<file path="config.mk">
export PLATFORM = sky130hd
export DESIGN_NAME = mpp_top
export DESIGN_NICKNAME = d
export VERILOG_FILES = /design/src/core/mpp_pkg.sv /design/src/core/mpp_adc_capture.sv /design/src/core/mpp_phase_pwm.sv /design/src/core/mpp_top.sv
export SDC_FILE = /design/constraint.sdc
export NUM_CORES = 1
export LEC_CHECK = 0
export BUFFER_PORTS_ARGS = -buffer_cell sky130_fd_sc_hd__buf_2
export CORE_ASPECT_RATIO = 1.5
export CORE_MARGIN = 10
export CORE_UTILIZATION = 55
export CTS_BUF_LIST = sky130_fd_sc_hd__clkbuf_16
export CTS_CLUSTER_DIAMETER = 100
export DETAILED_ROUTE_END_ITERATION = 10
export PLACE_DENSITY = 0.82
export SYNTH_ARGS = -nofsm -noshare
export SYNTH_HDL_FRONTEND = slang
export SYNTH_SLANG_ARGS = --single-unit
export TNS_END_PERCENT = 10
</file>
<file path="constraint.sdc">
create_clock -name i_clk_sys -period 12.9 [get_ports i_clk_sys]
set_clock_uncertainty 0.05 [all_clocks]
set_input_delay 1.29 -clock i_clk_sys [delete_from_list [all_inputs] [get_ports i_clk_sys]]
set_output_delay 1.29 -clock i_clk_sys [all_outputs]
set_load 0.005 [all_outputs]
</file>
<file path="src/core/mpp_pkg.sv">
/*
  shared constants, types and register map of the multiphase pwm phasing block.
  assumes one 40 MHz clock and a plain register port.
*/
//Contract
//loop one 3/2/1 phases, loop two off/one
//phases outside the configuration are disabled
//active phases evenly spaced per period
//start-up pin level marks phase present
//auto-detect runs detected phases within configuration
//board grounds unused pins for auto-detect
//per-loop software switching period
//outputs high, low or floating
//float when disabled, before/after ramps
//per-loop error adc sample feeds control
//input-current adc code is captured
//four halving input-current full-scale ranges
//code zero 0 V, one 500 mV, +10 mV
//detection latched once after reset
package mpp_pkg;
  localparam int ADDR_W = 4;               // register address width
  localparam int DATA_W = 16;              // register data width
  localparam int ERR_W  = 10;              // error adc word
  localparam int IIN_W  = 12;              // input-current adc word
  localparam int MV_W   = 12;              // millivolt width
  // register offsets
  localparam logic [3:0] OFS_CTRL   = 4'h0;
  localparam logic [3:0] OFS_FSW1   = 4'h1;
  localparam logic [3:0] OFS_FSW2   = 4'h2;
  localparam logic [3:0] OFS_VID1   = 4'h3;
  localparam logic [3:0] OFS_VID2   = 4'h4;
  localparam logic [3:0] OFS_STATUS = 4'h5;
  localparam logic [3:0] OFS_TGT1   = 4'h6;
  localparam logic [3:0] OFS_TGT2   = 4'h7;
  localparam logic [3:0] OFS_ERR1   = 4'h8;
  localparam logic [3:0] OFS_ERR2   = 4'h9;
  localparam logic [3:0] OFS_IIN    = 4'ha;
  // control field positions
  localparam int CTRL_CFG_LSB  = 0;
  localparam int CTRL_AUTO_BIT = 3;
  localparam int CTRL_RNG_LSB  = 4;
  localparam int CTRL_RUN_BIT  = 6;
  // status field positions
  localparam int ST_DET_LSB  = 0;
  localparam int ST_N1_LSB   = 4;
  localparam int ST_L2_BIT   = 6;
  localparam int ST_DONE_BIT = 7;
  localparam int ST_RUN_LSB  = 8;
  // reset values
  localparam logic [2:0] RST_CFG = 3'h3;
  localparam logic [7:0] RST_FSW = 8'h64;
  localparam logic [7:0] RST_VID = 8'h00;
  // target decode
  localparam logic [MV_W-1:0] VID_BASE_MV = 12'h1f4;
  localparam logic [MV_W-1:0] VID_STEP_MV = 12'h00a;
  // input-current scale, milliamps at the widest range
  localparam logic [15:0] IIN_FS_MA = 16'hf424;
  // timing
  localparam int CLK_NS      = 25;
  localparam int RAMP_STEP_NS = 1000;
  localparam int RAMP_STEP_CYC = (RAMP_STEP_NS + CLK_NS - 1) / CLK_NS;
  // loop configurations
  typedef enum logic [2:0] {
    CFG_3P0 = 3'h0, CFG_2P0 = 3'h1, CFG_1P0 = 3'h2,
    CFG_3P1 = 3'h3, CFG_2P1 = 3'h4, CFG_1P1 = 3'h5
  } mpp_cfg_e;
  // run sequence, one-hot
  typedef enum logic [3:0] {
    RUN_IDLE = 4'h1, RUN_UP = 4'h2, RUN_ON = 4'h4, RUN_DOWN = 4'h8
  } mpp_run_e;
  // four pwm pins: level and drive enable
  typedef struct packed {
    logic [3:0] level;
    logic [3:0] oe;
  } mpp_pins_s;
  // control register
  typedef struct packed {
    logic       run_on;
    logic [1:0] iin_range;
    logic       auto_det;
    logic [2:0] cfg;
  } mpp_ctrl_s;
endpackage

</file>
<file path="src/core/mpp_adc_capture.sv">
/*
  holds the latest word of an external converter.
  assumes the converter's valid strobe is synchronous to the clock.
*/
`timescale 1ns/10ps
module mpp_adc_capture #(
  parameter int W = 10
) (
  input  wire logic         i_clk_sys,
  input  wire logic         i_rst,
  input  wire logic         i_valid,
  input  wire logic [W-1:0] i_code,
  output logic      [W-1:0] o_value
);
  // sample on each valid strobe
  always_ff @(posedge i_clk_sys or posedge i_rst)
  begin
    if (i_rst)
    begin
      o_value <= '0;
    end
    else if (i_valid)
    begin
      o_value <= i_code;
    end
  end
endmodule

</file>
<file path="src/core/mpp_phase_pwm.sv">
/*
  one loop's carrier and up to three interleaved pulse trains.
  assumes period and duty are stable in clock cycles.
*/
`timescale 1ns/10ps
module mpp_phase_pwm (
  input  wire logic       i_clk_sys,
  input  wire logic       i_rst,
  input  wire logic       i_run,
  input  wire logic [7:0] i_period,
  input  wire logic [7:0] i_duty,
  input  wire logic [1:0] i_nph,
  output logic      [2:0] o_level
);
  logic [7:0]  cnt;           // carrier position
  logic [16:0] p3;            // period * 171, /512 gives period/3
  logic [16:0] p23;           // 2 * period * 171
  logic [7:0]  off [3];       // per-phase start offsets

  // carrier counter, restarts when stopped
  always_ff @(posedge i_clk_sys or posedge i_rst)
  begin
    if (i_rst)
    begin
      cnt <= 8'h00;
    end
    else if (!i_run || cnt + 8'h01 >= i_period)
    begin
      cnt <= 8'h00;
    end
    else
    begin
      cnt <= cnt + 8'h01;
    end
  end

  // exact for periods below 256
  assign p3  = {9'h000, i_period} * 17'h000ab;
  assign p23 = {8'h00, i_period, 1'b0} * 17'h000ab;
  assign off[0] = 8'h00;
  assign off[1] = (i_nph == 2'h2) ? {1'b0, i_period[7:1]}
                                  : p3[16:9];
  assign off[2] = p23[16:9];

  // each phase compares its shifted carrier with duty
  for (genvar k = 0; k < 3; k++)
  begin : g_ph
    logic [7:0] loc;
    assign loc = (cnt >= off[k]) ? cnt - off[k] : cnt + i_period - off[k];
    always_ff @(posedge i_clk_sys or posedge i_rst)
    begin
      if (i_rst)
      begin
        o_level[k] <= 1'b0;
      end
      else
      begin
        o_level[k] <= i_run && (2'(k) < i_nph) && (loc < i_duty);
      end
    end
  end
endmodule

</file>
<file path="src/core/mpp_top.sv">
/*
  phase management of a dual-loop multiphase buck controller:
  loop configuration, start-up phase detection, interleaved pwm,
  per-loop switching period, target decode, ramps, adc capture.
  assumes synchronous inputs, one 40 MHz clock and a plain
  register port with read data one cycle after the read strobe.
*/
// The placing of the registers and the address-and-strobe port were decided locally.
`timescale 1ns/10ps
module mpp_top (
  input  wire logic                           i_clk_sys,
  input  wire logic                           i_rst,
  input  wire logic                           i_en,
  input  wire logic [3:0]                     i_pwm_present,
  input  wire logic [7:0]                     i_duty1,
  input  wire logic [7:0]                     i_duty2,
  input  wire logic                           i_err1_valid,
  input  wire logic [mpp_pkg::ERR_W-1:0]      i_err1_code,
  input  wire logic                           i_err2_valid,
  input  wire logic [mpp_pkg::ERR_W-1:0]      i_err2_code,
  input  wire logic                           i_iin_valid,
  input  wire logic [mpp_pkg::IIN_W-1:0]      i_iin_code,
  input  wire logic [mpp_pkg::ADDR_W-1:0]     i_addr,
  input  wire logic [mpp_pkg::DATA_W-1:0]     i_wdata,
  input  wire logic                           i_wr,
  input  wire logic                           i_rd,
  output logic      [mpp_pkg::DATA_W-1:0]     o_rdata,
  output mpp_pkg::mpp_pins_s                  o_pwm,
  output logic      [mpp_pkg::ERR_W-1:0]      o_err1,
  output logic      [mpp_pkg::ERR_W-1:0]      o_err2,
  output logic      [mpp_pkg::MV_W-1:0]       o_ref1_mv,
  output logic      [mpp_pkg::MV_W-1:0]       o_ref2_mv,
  output logic      [15:0]                    o_iin_ma
);
  mpp_pkg::mpp_ctrl_s          ctrl;          // control register
  logic [7:0]                  fsw1;          // loop one period, cycles
  logic [7:0]                  fsw2;          // loop two period, cycles
  logic [7:0]                  vid1;          // loop one code
  logic [7:0]                  vid2;          // loop two code
  logic [3:0]                  det;           // latched presence
  logic                        det_done;      // detection taken
  logic [1:0]                  max1;          // loop one limit
  logic                        has2;          // loop two allowed
  logic [1:0]                  det_cnt;       // contiguous found phases
  logic [1:0]                  next_n1;       // loop one phases
  logic                        next_l2;       // loop two runs
  logic [1:0]                  n1;            // registered phase count
  logic                        l2;            // registered loop two
  mpp_pkg::mpp_run_e           run;           // run sequence state
  mpp_pkg::mpp_run_e           next_run;      // its next value
  logic [mpp_pkg::MV_W-1:0]    tgt1;          // decoded target one
  logic [mpp_pkg::MV_W-1:0]    tgt2;          // decoded target two
  logic [5:0]                  step_cnt;      // ramp step timer
  logic                        step_tick;     // one-cycle ramp step
  logic                        up_done;       // both refs at target
  logic                        down_done;     // both refs at zero
  logic [2:0]                  lvl1;          // loop one pulses
  logic [2:0]                  lvl2;          // loop two pulses
  logic                        drive;         // pins driven
  logic [27:0]                 iin_prod;      // code times full scale
  logic [mpp_pkg::ERR_W-1:0]   err1;          // captured error one
  logic [mpp_pkg::ERR_W-1:0]   err2;          // captured error two
  logic [mpp_pkg::IIN_W-1:0]   iin_code;      // captured current code

  // code to millivolts
  function automatic logic [11:0] vid_to_mv(input logic [7:0] code);
    logic [11:0] steps;
    steps = {4'h0, code} - 12'h001;
    if (code == 8'h00)
    begin
      return 12'h000;
    end
    return mpp_pkg::VID_BASE_MV
           + 12'(steps * mpp_pkg::VID_STEP_MV);
  endfunction

  // one millivolt toward the goal
  function automatic logic [11:0] slew(input logic [11:0] cur,
                                       input logic [11:0] goal);
    if (cur < goal)
    begin
      return cur + 12'h001;
    end
    else if (cur > goal)
    begin
      return cur - 12'h001;
    end
    return cur;
  endfunction

  // register writes
  always_ff @(posedge i_clk_sys or posedge i_rst)
  begin
    if (i_rst)
    begin
      ctrl <= '{run_on: 1'b0, iin_range: 2'h0, auto_det: 1'b0,
                cfg: mpp_pkg::RST_CFG};
      fsw1 <= mpp_pkg::RST_FSW;
      fsw2 <= mpp_pkg::RST_FSW;
      vid1 <= mpp_pkg::RST_VID;
      vid2 <= mpp_pkg::RST_VID;
    end
    else if (i_wr)
    begin
      unique case (i_addr)
        mpp_pkg::OFS_CTRL:
        begin
          ctrl.cfg       <= i_wdata[mpp_pkg::CTRL_CFG_LSB +: 3];
          ctrl.auto_det  <= i_wdata[mpp_pkg::CTRL_AUTO_BIT];
          ctrl.iin_range <= i_wdata[mpp_pkg::CTRL_RNG_LSB +: 2];
          ctrl.run_on    <= i_wdata[mpp_pkg::CTRL_RUN_BIT];
        end
        mpp_pkg::OFS_FSW1: fsw1 <= i_wdata[7:0];
        mpp_pkg::OFS_FSW2: fsw2 <= i_wdata[7:0];
        mpp_pkg::OFS_VID1: vid1 <= i_wdata[7:0];
        mpp_pkg::OFS_VID2: vid2 <= i_wdata[7:0];
        default:
        begin
          // read-only or unmapped: ignored
        end
      endcase
    end
  end

  // register reads, data valid the cycle after the strobe
  always_ff @(posedge i_clk_sys or posedge i_rst)
  begin
    if (i_rst)
    begin
      o_rdata <= '0;
    end
    else if (!i_rd)
    begin
      o_rdata <= '0;
    end
    else
    begin
      unique case (i_addr)
        mpp_pkg::OFS_CTRL:   o_rdata <= {9'h000, ctrl};
        mpp_pkg::OFS_FSW1:   o_rdata <= {8'h00, fsw1};
        mpp_pkg::OFS_FSW2:   o_rdata <= {8'h00, fsw2};
        mpp_pkg::OFS_VID1:   o_rdata <= {8'h00, vid1};
        mpp_pkg::OFS_VID2:   o_rdata <= {8'h00, vid2};
        mpp_pkg::OFS_STATUS:
        begin
          o_rdata <= '0;
          o_rdata[mpp_pkg::ST_DET_LSB +: 4] <= det;
          o_rdata[mpp_pkg::ST_N1_LSB +: 2]  <= n1;
          o_rdata[mpp_pkg::ST_L2_BIT]       <= l2;
          o_rdata[mpp_pkg::ST_DONE_BIT]     <= det_done;
          o_rdata[mpp_pkg::ST_RUN_LSB +: 4] <= run;
        end
        mpp_pkg::OFS_TGT1:   o_rdata <= {4'h0, tgt1};
        mpp_pkg::OFS_TGT2:   o_rdata <= {4'h0, tgt2};
        mpp_pkg::OFS_ERR1:   o_rdata <= {6'h00, err1};
        mpp_pkg::OFS_ERR2:   o_rdata <= {6'h00, err2};
        mpp_pkg::OFS_IIN:    o_rdata <= o_iin_ma;
        default:             o_rdata <= '0;     // unmapped reads zero
      endcase
    end
  end

  // phase presence caught once after reset release
  always_ff @(posedge i_clk_sys or posedge i_rst)
  begin
    if (i_rst)
    begin
      det      <= 4'h0;
      det_done <= 1'b0;
    end
    else if (!det_done)
    begin
      det      <= i_pwm_present;
      det_done <= 1'b1;
    end
  end

  // configuration limits and detected phase count
  always_comb
  begin
    max1 = 2'h1;
    has2 = 1'b0;
    unique case (ctrl.cfg)
      mpp_pkg::CFG_3P0: max1 = 2'h3;
      mpp_pkg::CFG_2P0: max1 = 2'h2;
      mpp_pkg::CFG_1P0: max1 = 2'h1;
      mpp_pkg::CFG_3P1:
      begin
        max1 = 2'h3;
        has2 = 1'b1;
      end
      mpp_pkg::CFG_2P1:
      begin
        max1 = 2'h2;
        has2 = 1'b1;
      end
      mpp_pkg::CFG_1P1:
      begin
        max1 = 2'h1;
        has2 = 1'b1;
      end
      default:
      begin
        // illegal codes fall back to one phase
        max1 = 2'h1;
        has2 = 1'b0;
      end
    endcase
    // unused pins are grounded so they read absent
    det_cnt = !det[0] ? 2'h0 : !det[1] ? 2'h1 : !det[2] ? 2'h2 : 2'h3;
    if (ctrl.auto_det)
    begin
      next_n1 = (det_cnt < max1) ? det_cnt : max1;
      next_l2 = has2 && det[3];
    end
    else
    begin
      next_n1 = max1;
      next_l2 = has2;
    end
  end

  // registered phase selection
  always_ff @(posedge i_clk_sys or posedge i_rst)
  begin
    if (i_rst)
    begin
      n1 <= 2'h0;
      l2 <= 1'b0;
    end
    else
    begin
      n1 <= next_n1;
      l2 <= next_l2;
    end
  end

  // ramp step timer
  always_ff @(posedge i_clk_sys or posedge i_rst)
  begin
    if (i_rst)
    begin
      step_cnt <= 6'h00;
    end
    else if (step_tick)
    begin
      step_cnt <= 6'h00;
    end
    else
    begin
      step_cnt <= step_cnt + 6'h01;
    end
  end
  assign step_tick = (step_cnt == 6'(mpp_pkg::RAMP_STEP_CYC - 1));

  // target decode
  always_ff @(posedge i_clk_sys or posedge i_rst)
  begin
    if (i_rst)
    begin
      tgt1 <= 12'h000;
      tgt2 <= 12'h000;
    end
    else
    begin
      tgt1 <= vid_to_mv(vid1);
      tgt2 <= vid_to_mv(vid2);
    end
  end
  assign up_done   = (o_ref1_mv == tgt1) && (o_ref2_mv == tgt2);
  assign down_done = (o_ref1_mv == 12'h000) && (o_ref2_mv == 12'h000);

  // run sequence next state
  always_comb
  begin
    next_run = run;
    unique case (run)
      mpp_pkg::RUN_IDLE:
      begin
        if (i_en && det_done && ctrl.run_on)
        begin
          next_run = mpp_pkg::RUN_UP;
        end
      end
      mpp_pkg::RUN_UP:
      begin
        if (!i_en)
        begin
          next_run = mpp_pkg::RUN_IDLE;
        end
        else if (!ctrl.run_on)
        begin
          next_run = mpp_pkg::RUN_DOWN;
        end
        else if (up_done)
        begin
          next_run = mpp_pkg::RUN_ON;
        end
      end
      mpp_pkg::RUN_ON:
      begin
        if (!i_en)
        begin
          next_run = mpp_pkg::RUN_IDLE;
        end
        else if (!ctrl.run_on)
        begin
          next_run = mpp_pkg::RUN_DOWN;
        end
      end
      mpp_pkg::RUN_DOWN:
      begin
        if (!i_en || down_done)
        begin
          next_run = mpp_pkg::RUN_IDLE;
        end
      end
      default: next_run = mpp_pkg::RUN_IDLE;
    endcase
  end

  // run sequence state
  always_ff @(posedge i_clk_sys or posedge i_rst)
  begin
    if (i_rst)
    begin
      run <= mpp_pkg::RUN_IDLE;
    end
    else
    begin
      run <= next_run;
    end
  end

  // references slew one millivolt per step
  always_ff @(posedge i_clk_sys or posedge i_rst)
  begin
    if (i_rst)
    begin
      o_ref1_mv <= 12'h000;
      o_ref2_mv <= 12'h000;
    end
    else if (next_run == mpp_pkg::RUN_IDLE)
    begin
      o_ref1_mv <= 12'h000;
      o_ref2_mv <= 12'h000;
    end
    else if (step_tick && run == mpp_pkg::RUN_DOWN)
    begin
      o_ref1_mv <= slew(o_ref1_mv, 12'h000);
      o_ref2_mv <= slew(o_ref2_mv, 12'h000);
    end
    else if (step_tick)
    begin
      o_ref1_mv <= slew(o_ref1_mv, tgt1);
      o_ref2_mv <= slew(o_ref2_mv, tgt2);
    end
  end

  assign drive = (next_run != mpp_pkg::RUN_IDLE);

  // loop one, up to three phases
  mpp_phase_pwm u_pwm1 (
    .i_clk_sys (i_clk_sys),
    .i_rst     (i_rst),
    .i_run     (drive),
    .i_period  (fsw1),
    .i_duty    (i_duty1),
    .i_nph     (n1),
    .o_level   (lvl1)
  );

  // loop two, one phase at its own period
  mpp_phase_pwm u_pwm2 (
    .i_clk_sys (i_clk_sys),
    .i_rst     (i_rst),
    .i_run     (drive && l2),
    .i_period  (fsw2),
    .i_duty    (i_duty2),
    .i_nph     ({1'b0, l2}),
    .o_level   (lvl2)
  );

  // pin drivers: float unless running and selected
  always_ff @(posedge i_clk_sys or posedge i_rst)
  begin
    if (i_rst)
    begin
      o_pwm <= '0;
    end
    else
    begin
      o_pwm.level <= {lvl2[0], lvl1};
      o_pwm.oe[0] <= drive && (next_n1 >= 2'h1);
      o_pwm.oe[1] <= drive && (next_n1 >= 2'h2);
      o_pwm.oe[2] <= drive && (next_n1 == 2'h3);
      o_pwm.oe[3] <= drive && next_l2;
    end
  end

  // error converters feeding the control law, and the input-current converter
  mpp_adc_capture #(.W(mpp_pkg::ERR_W)) u_err1 (
    .i_clk_sys (i_clk_sys),
    .i_rst     (i_rst),
    .i_valid   (i_err1_valid),
    .i_code    (i_err1_code),
    .o_value   (err1)
  );
  mpp_adc_capture #(.W(mpp_pkg::ERR_W)) u_err2 (
    .i_clk_sys (i_clk_sys),
    .i_rst     (i_rst),
    .i_valid   (i_err2_valid),
    .i_code    (i_err2_code),
    .o_value   (err2)
  );
  mpp_adc_capture #(.W(mpp_pkg::IIN_W)) u_iin (
    .i_clk_sys (i_clk_sys),
    .i_rst     (i_rst),
    .i_valid   (i_iin_valid),
    .i_code    (i_iin_code),
    .o_value   (iin_code)
  );
  assign o_err1 = err1;
  assign o_err2 = err2;

  // current scaling: full scale halves per range step
  assign iin_prod = {16'h0000, iin_code} * {12'h000, mpp_pkg::IIN_FS_MA};
  always_ff @(posedge i_clk_sys or posedge i_rst)
  begin
    if (i_rst)
    begin
      o_iin_ma <= 16'h0000;
    end
    else
    begin
      o_iin_ma <= 16'(iin_prod >> (mpp_pkg::IIN_W
                   + {30'h0, ctrl.iin_range}));
    end
  end
endmodule

</file>
Word-level counts from Yosys, hierarchy flattened
Index checks and enable logic that the tools add are counted.
Storage, ports and cells
  register bits after elaboration: 197
  bits in latches: 0
  RAM bits: 0
  memory bits (read-only): 0
  memories: 0
Operators by class
  $add $sub $neg: 18
  multipliers: 5
  div/mod/pow operators: 0
  $lt $le $gt $ge: 25
  equality and inequality tests: 27
  shift operators: 1
  mux-type cells: 68
  bitwise gates (word level): 0
  reductions and logical operators: 44
Operators by type and width (number)
  12-bit two-way mux: 22
  16-bit case mux with 11 select lines: 1
  8-bit two-way mux: 6
  8-bit greater-or-equal comparator: 4
  8-bit less-than comparator: 4
  8-bit by 8-bit multiplier with 16-bit output (second input constant): 2
  8-bit subtractor: 4
  4-bit two-way mux: 7
  28-bit by 5-bit right shift with 16-bit output: 1
  12-bit by 14-bit multiplier with 26-bit output (second input constant): 1
  12-bit by 1-bit adder with 12-bit output (second input constant): 2
  9-bit by 12-bit adder with 12-bit output (first input constant): 2
  12-bit equality test: 2
  12-bit by 1-bit greater-than comparator with 1-bit output (second input constant): 2
  12-bit greater-than comparator: 2
  12-bit zero test: 2
  12-bit by 1-bit less-than comparator with 1-bit output (second input constant): 2
  12-bit less-than comparator: 2
  12-bit by 3-bit multiplier with 11-bit output (second input constant): 2
  12-bit by 1-bit subtractor with 12-bit output (second input constant): 2
  1-bit two-way mux: 23
  4-bit by 3-bit equality test with 1-bit output (second input constant): 5
  1-bit logical AND: 19
  8-bit by 1-bit subtractor with 9-bit output (second input constant): 2
  other kinds (37): 67

Longest topological paths before layout
  word-level depth: 12
  gate-level depth with buffers: 31
  depth with buffers taken out: 31

Hierarchy
Synthesis repeated with hierarchy kept, for this count alone.
Second synthesis, totals
  cell total of the unflattened synthesis: 2314
  area total of the unflattened synthesis: 21436.8 µm²
Modules (own cells, without submodules)
  mpp_top: times used 1, cells each 1222, area each 11599.9 µm²
  mpp_phase_pwm (u_pwm2): times used 1, cells each 529, area each 4395.5 µm²
  mpp_phase_pwm (u_pwm1): times used 1, cells each 493, area each 4122.7 µm²
  mpp_adc_capture (u_err1 ...): times used 2, cells each 22, area each 415.4 µm²
  mpp_adc_capture (u_iin): times used 1, cells each 26, area each 488.0 µm²

Worst setup path before layout
No wires, ideal clock.
  path type: register to register
  start point: reg fsw1[2]
  end point: reg u_pwm1.o_level[2]
  arrival time: 7061 ps
  data required time: 12764 ps
  path slack: 5703 ps
  cell stages (with the launch flop): 30
  clock period less this slack: 7197 ps
  cells stage by stage: dfstp_2 -> ha_1 -> ha_1 -> fa_1 -> inv_1 -> fa_1 -> inv_1 -> ha_1 -> a21oi_1 -> o21ai_0 -> a21oi_1 -> o21bai_1 -> xor2_1 -> inv_1 -> ha_1 -> nor2b_1 -> o21ai_1 -> nand2b_1 -> a41o_1 -> maj3_2 -> maj3_2 -> maj3_2 -> a21oi_4 -> mux2i_1 -> xnor2_1 -> ha_1 -> a21oi_1 -> o22ai_1 -> or4b_2 -> nor3_1
Between the ends
  cells in the longest elaborated chain, start to end: 5
Ends and longest elaborated chain
  from (decl): line mpp_top.sv:36  | logic [7:0] fsw1;
  from (signal assigned): line mpp_top.sv:98  | fsw1 <= mpp_pkg::RST_FSW;
  from (signal assigned): line mpp_top.sv:113  | mpp_pkg::OFS_FSW1: fsw1 <= i_wdata[7:0];
  8-bit by 8-bit multiplier with 16-bit output or 8-bit adder (tied branches): line mpp_phase_pwm.sv:39, mpp_phase_pwm.sv:49
  8-bit subtractor or 8-bit greater-or-equal comparator (tied branches): line mpp_phase_pwm.sv:49  | assign loc = (cnt >= off[k]) ? cnt - off[k] : cnt + i_period - off[k];
  8-bit two-way mux *: line mpp_phase_pwm.sv:49
  8-bit less-than comparator *: line mpp_phase_pwm.sv:58  | o_level[k] <= i_run && (2'(k) < i_nph) && (loc < i_duty);
  1-bit logical AND *: line mpp_phase_pwm.sv:58
  to (signal, indexed assignment): line mpp_phase_pwm.sv:58
  to (decl): line mpp_phase_pwm.sv:13  | output logic [2:0] o_level
Every way passes the cells marked *; elsewhere a longest branch is shown, timed or not.
A chain may end at the register's enable or synchronous reset.

Worst setup path in the final report
Same ends and word-level chain as after synthesis.

==> flow_metrics.tcl <==
set metrics [dict create \
    status "complete, no violations" \
    yosysWarnings 0 \
    dr_total_vias 14000 \
    rows 79 \
    firstDrtPassIters 6 \
    final_util_pct 61.3 \
    final_common_cell "ha_1" \
    syn2layout_area_growth_pct 10.5 \
    rsz0062_at_grt "no" \
    path_class "flip-flop to flip-flop" \
    dp.cells 2326 \
    synth_ff_type "dfrtp_1" \
    synth-edff-count 0 \
    cts_resized 0 \
    crit_path_start_kind "flip-flop" \
    final_cell_mix "ha_1, inv_1, dfrtp_1" \
    ys_seq_area_share_pct 28.6 \
    synth_top_family_by_area "adder cells" \
    synthSimpleGateAreaFrac_pct 12.6 \
    max_freq_ghz 0.124 \
    regToRegEndpoint "u_pwm1.o_level[2]" \
    hold_start "u_pwm2.o_level[0]" \
    die_x_microns 164 \
    holdBufCountCts 0 \
    netlist_area_sq_mm 0.0171 \
    synth_fa_ha_area_share_pct 25.8 \
    initial_core_util_pct 55.5 \
    core-area_sq_mm 0.0308 \
    finalHoldViolCount 0 \
    synth_cell_types 85 \
    grt_antenna_before_repair 4 \
    holdCritPathClass "flip-flop to flip-flop" \
    grt_overflow 0 \
    hpwlAfterDp_microns 36900 \
    cp-end-kind "flip-flop" \
    worstPathArrival_ns 8.34 \
    drv_cap 0 \
    synth_mux_area_share_pct 7.41 \
    ant_nets 0 \
    grt_max_degree 115 \
    synth_fp_nets 2194 \
    post-route-min-period_ns 8.04 \
    synth-xor-area-share_pct 5.98 \
    slowest_stage "dfstp_2" \
    final.setup.tns_ns 0 \
    routabilityCongestion 0.944 \
    cts_setup_buffers 0 \
    die_h_microns 236 \
    required_ns 13.21 \
    slew_viol_final 0 \
    final_cells 2362 \
    dieArea_sq_mm 0.0387 \
    syn_inst 1807 \
    n_fill_cell 2551 \
    syn_area_per_cell_sq_um 9.46 \
    worst_path_most_repeated_cell "ha_1" \
    cts_tree "built" \
    root_buffer "clkbuf_16" \
    maxSlewHeadroom_pct 26.3 \
    drive_gt1_share_pct 15.1 \
    gr-usage-all-layers_pct 23.5 \
    slowest_delay_ns 0.68 \
    period_share_pct 62.3 \
    via_per_inst 5.92 \
    rr_worst_depth 29 \
    ctsLongestPathBuffers 2 \
    post_drt_wl_per_cell_microns 19.4 \
    nNetsFinal 2327 \
    numCtsBuffers 17 \
    grt_pass1_vias 14400 \
    crit_path_end "u_pwm1.o_level[2]" \
    finalSetupViolations 0 \
    drt_iter0_markers 839 \
    cts.htree.levels 4 \
    async_reset_ff_share_pct 100 \
    port_buffers 155 \
    path_max_fanout 10 \
    r2r_slack_ns 4.86 \
    tightest_slew_ns 1.10 \
    clock-sinks 195 \
    critPathLaunch "fsw1[2]" \
    synth_compound_gate_area_share_pct 13.7 \
    route.detailed.drc 0 \
    worstSkewPairLatency_ns 0.46 \
    reg2reg_from "fsw1[2]" \
    clk_transition_reported_paths_ns 0.07 \
    grt_first_pass_wirelength_microns 72800 \
    wl_microns 45800 \
    io_pins 164 \
    ys_ff_latch 195 \
]
-- synth_stat cells (5+ instances only) --
master	number	area [sq um]
ha_1	254	3180
inv_1	219	822
dfrtp_1	186	4650
nor2_1	116	435
nand2_1	98	368
o21ai_0	79	395
a21oi_1	73	365
mux2_2	72	811
xnor2_1	64	561
fa_1	53	1060
xor2_1	51	447
mux2i_1	43	430
clkbuf_1	41	154
nor2b_1	41	257
nor3_1	35	175
a21o_1	34	255
nand3_1	27	135
nand2b_1	22	138
nand4_1	20	125
and3_1	17	106
o21a_1	17	128
o31ai_1	15	113
maj3_1	14	140
o22ai_1	14	87.6
a31oi_1	13	81.3
and2_1	13	81.3
nor4_1	13	81.3
o21bai_1	12	90.1
a22oi_1	11	82.6
a221oi_1	10	87.6
a22o_1	9	78.8
dfstp_2	9	236
or3_1	9	56.3
a211oi_1	6	45.0
a222oi_1	6	60.1
o31a_1	5	43.8
-- metrics by stage --
| stage | setup slack [ns] | hold slack (ns) | cell area, sq um |
|---|---|---|---|
| after detailed placement | 4.95 | 0.292 | 18300 |
| after global routing | 4.46 | 0.313 | 18900 |
| after CTS | 4.92 | 0.309 | 18900 |
| after global placement | 5.02 | 0.286 | 18300 |
| final | 4.86 | 0.305 | 18900 |
| after floorplan | 5.70 | 0.281 | 17100 |
-- worst max-delay path: cells and delay by family (launching register included) --
family                     cells  cell delay (ns)
adders and majority gates     10             3.50
AOI/OAI and AO/OA              9             1.73
and+or+nand+nor                4             1.09
DFF                            1             0.68
xor gates and xnor gates       2             0.39
muxes                          1             0.27
buffers and inverters          3             0.20
-- flip-flops by register name (all words and copies together), names as in the netlist, 7 cells and up --
register	cells
ctrl	7
fsw1	8
fsw2	8
o_iin_ma	16
o_pwm	8
o_rdata	16
o_ref1_mv	12
o_ref2_mv	12
tgt1	11
tgt2	11
u_err1.o_value	10
u_err2.o_value	10
u_iin.o_value	12
u_pwm1.cnt	8
u_pwm2.cnt	8
vid1	8
vid2	8
-- layer usage --
layer,global-route usage [%],wire length [microns],vias to the layer above
met4,13.8,2510,2
met3,4.43,2510,139
met5,0,13,-
li1,-,-,6582
met1,24.9,16900,6794
met2,41.9,23800,473
-- final cells by class --
type	instances	area (sq um)	share of cell area, %
flip-flops and latches	195	4890	25.9
repair buffers	162	828	4.38
clock buffers	17	425	2.25
diodes	4	10.0	0.0530
inverters	221	837	4.43
well taps	405	507	2.68
clock inverters	15	191	1.01
multi-input cells	1343	11200	59.3
-- worst min-delay path by stage --
| stage | endpoint | slack, ns | depth (start not counted) |
|---|---|---|---|
| 2_1_floorplan | o_pwm[4] | 0.28 | 0 |
| 3_3_place_gp | o_pwm[5] | 0.29 | 0 |
| 3_5_place_dp | o_pwm[7] | 0.29 | 0 |
| 4_1_cts | o_pwm[7] | 0.31 | 0 |
| 5_1_grt | o_pwm[7] | 0.31 | 0 |
| 6_report | o_pwm[7] | 0.31 | 0 |
-- logic make-up after synthesis --
family,count (synthesis)
xor gates and xnor gates,116
buffers and inverters,269
AOI/OAI and AO/OA,350
and+or+nand+nor,435
adders and majority gates,324
other,1
DFF,195
muxes,117
Power is not shown: default switching activity piles up to over one toggle a cycle in this logic, so the estimate is an artifact.
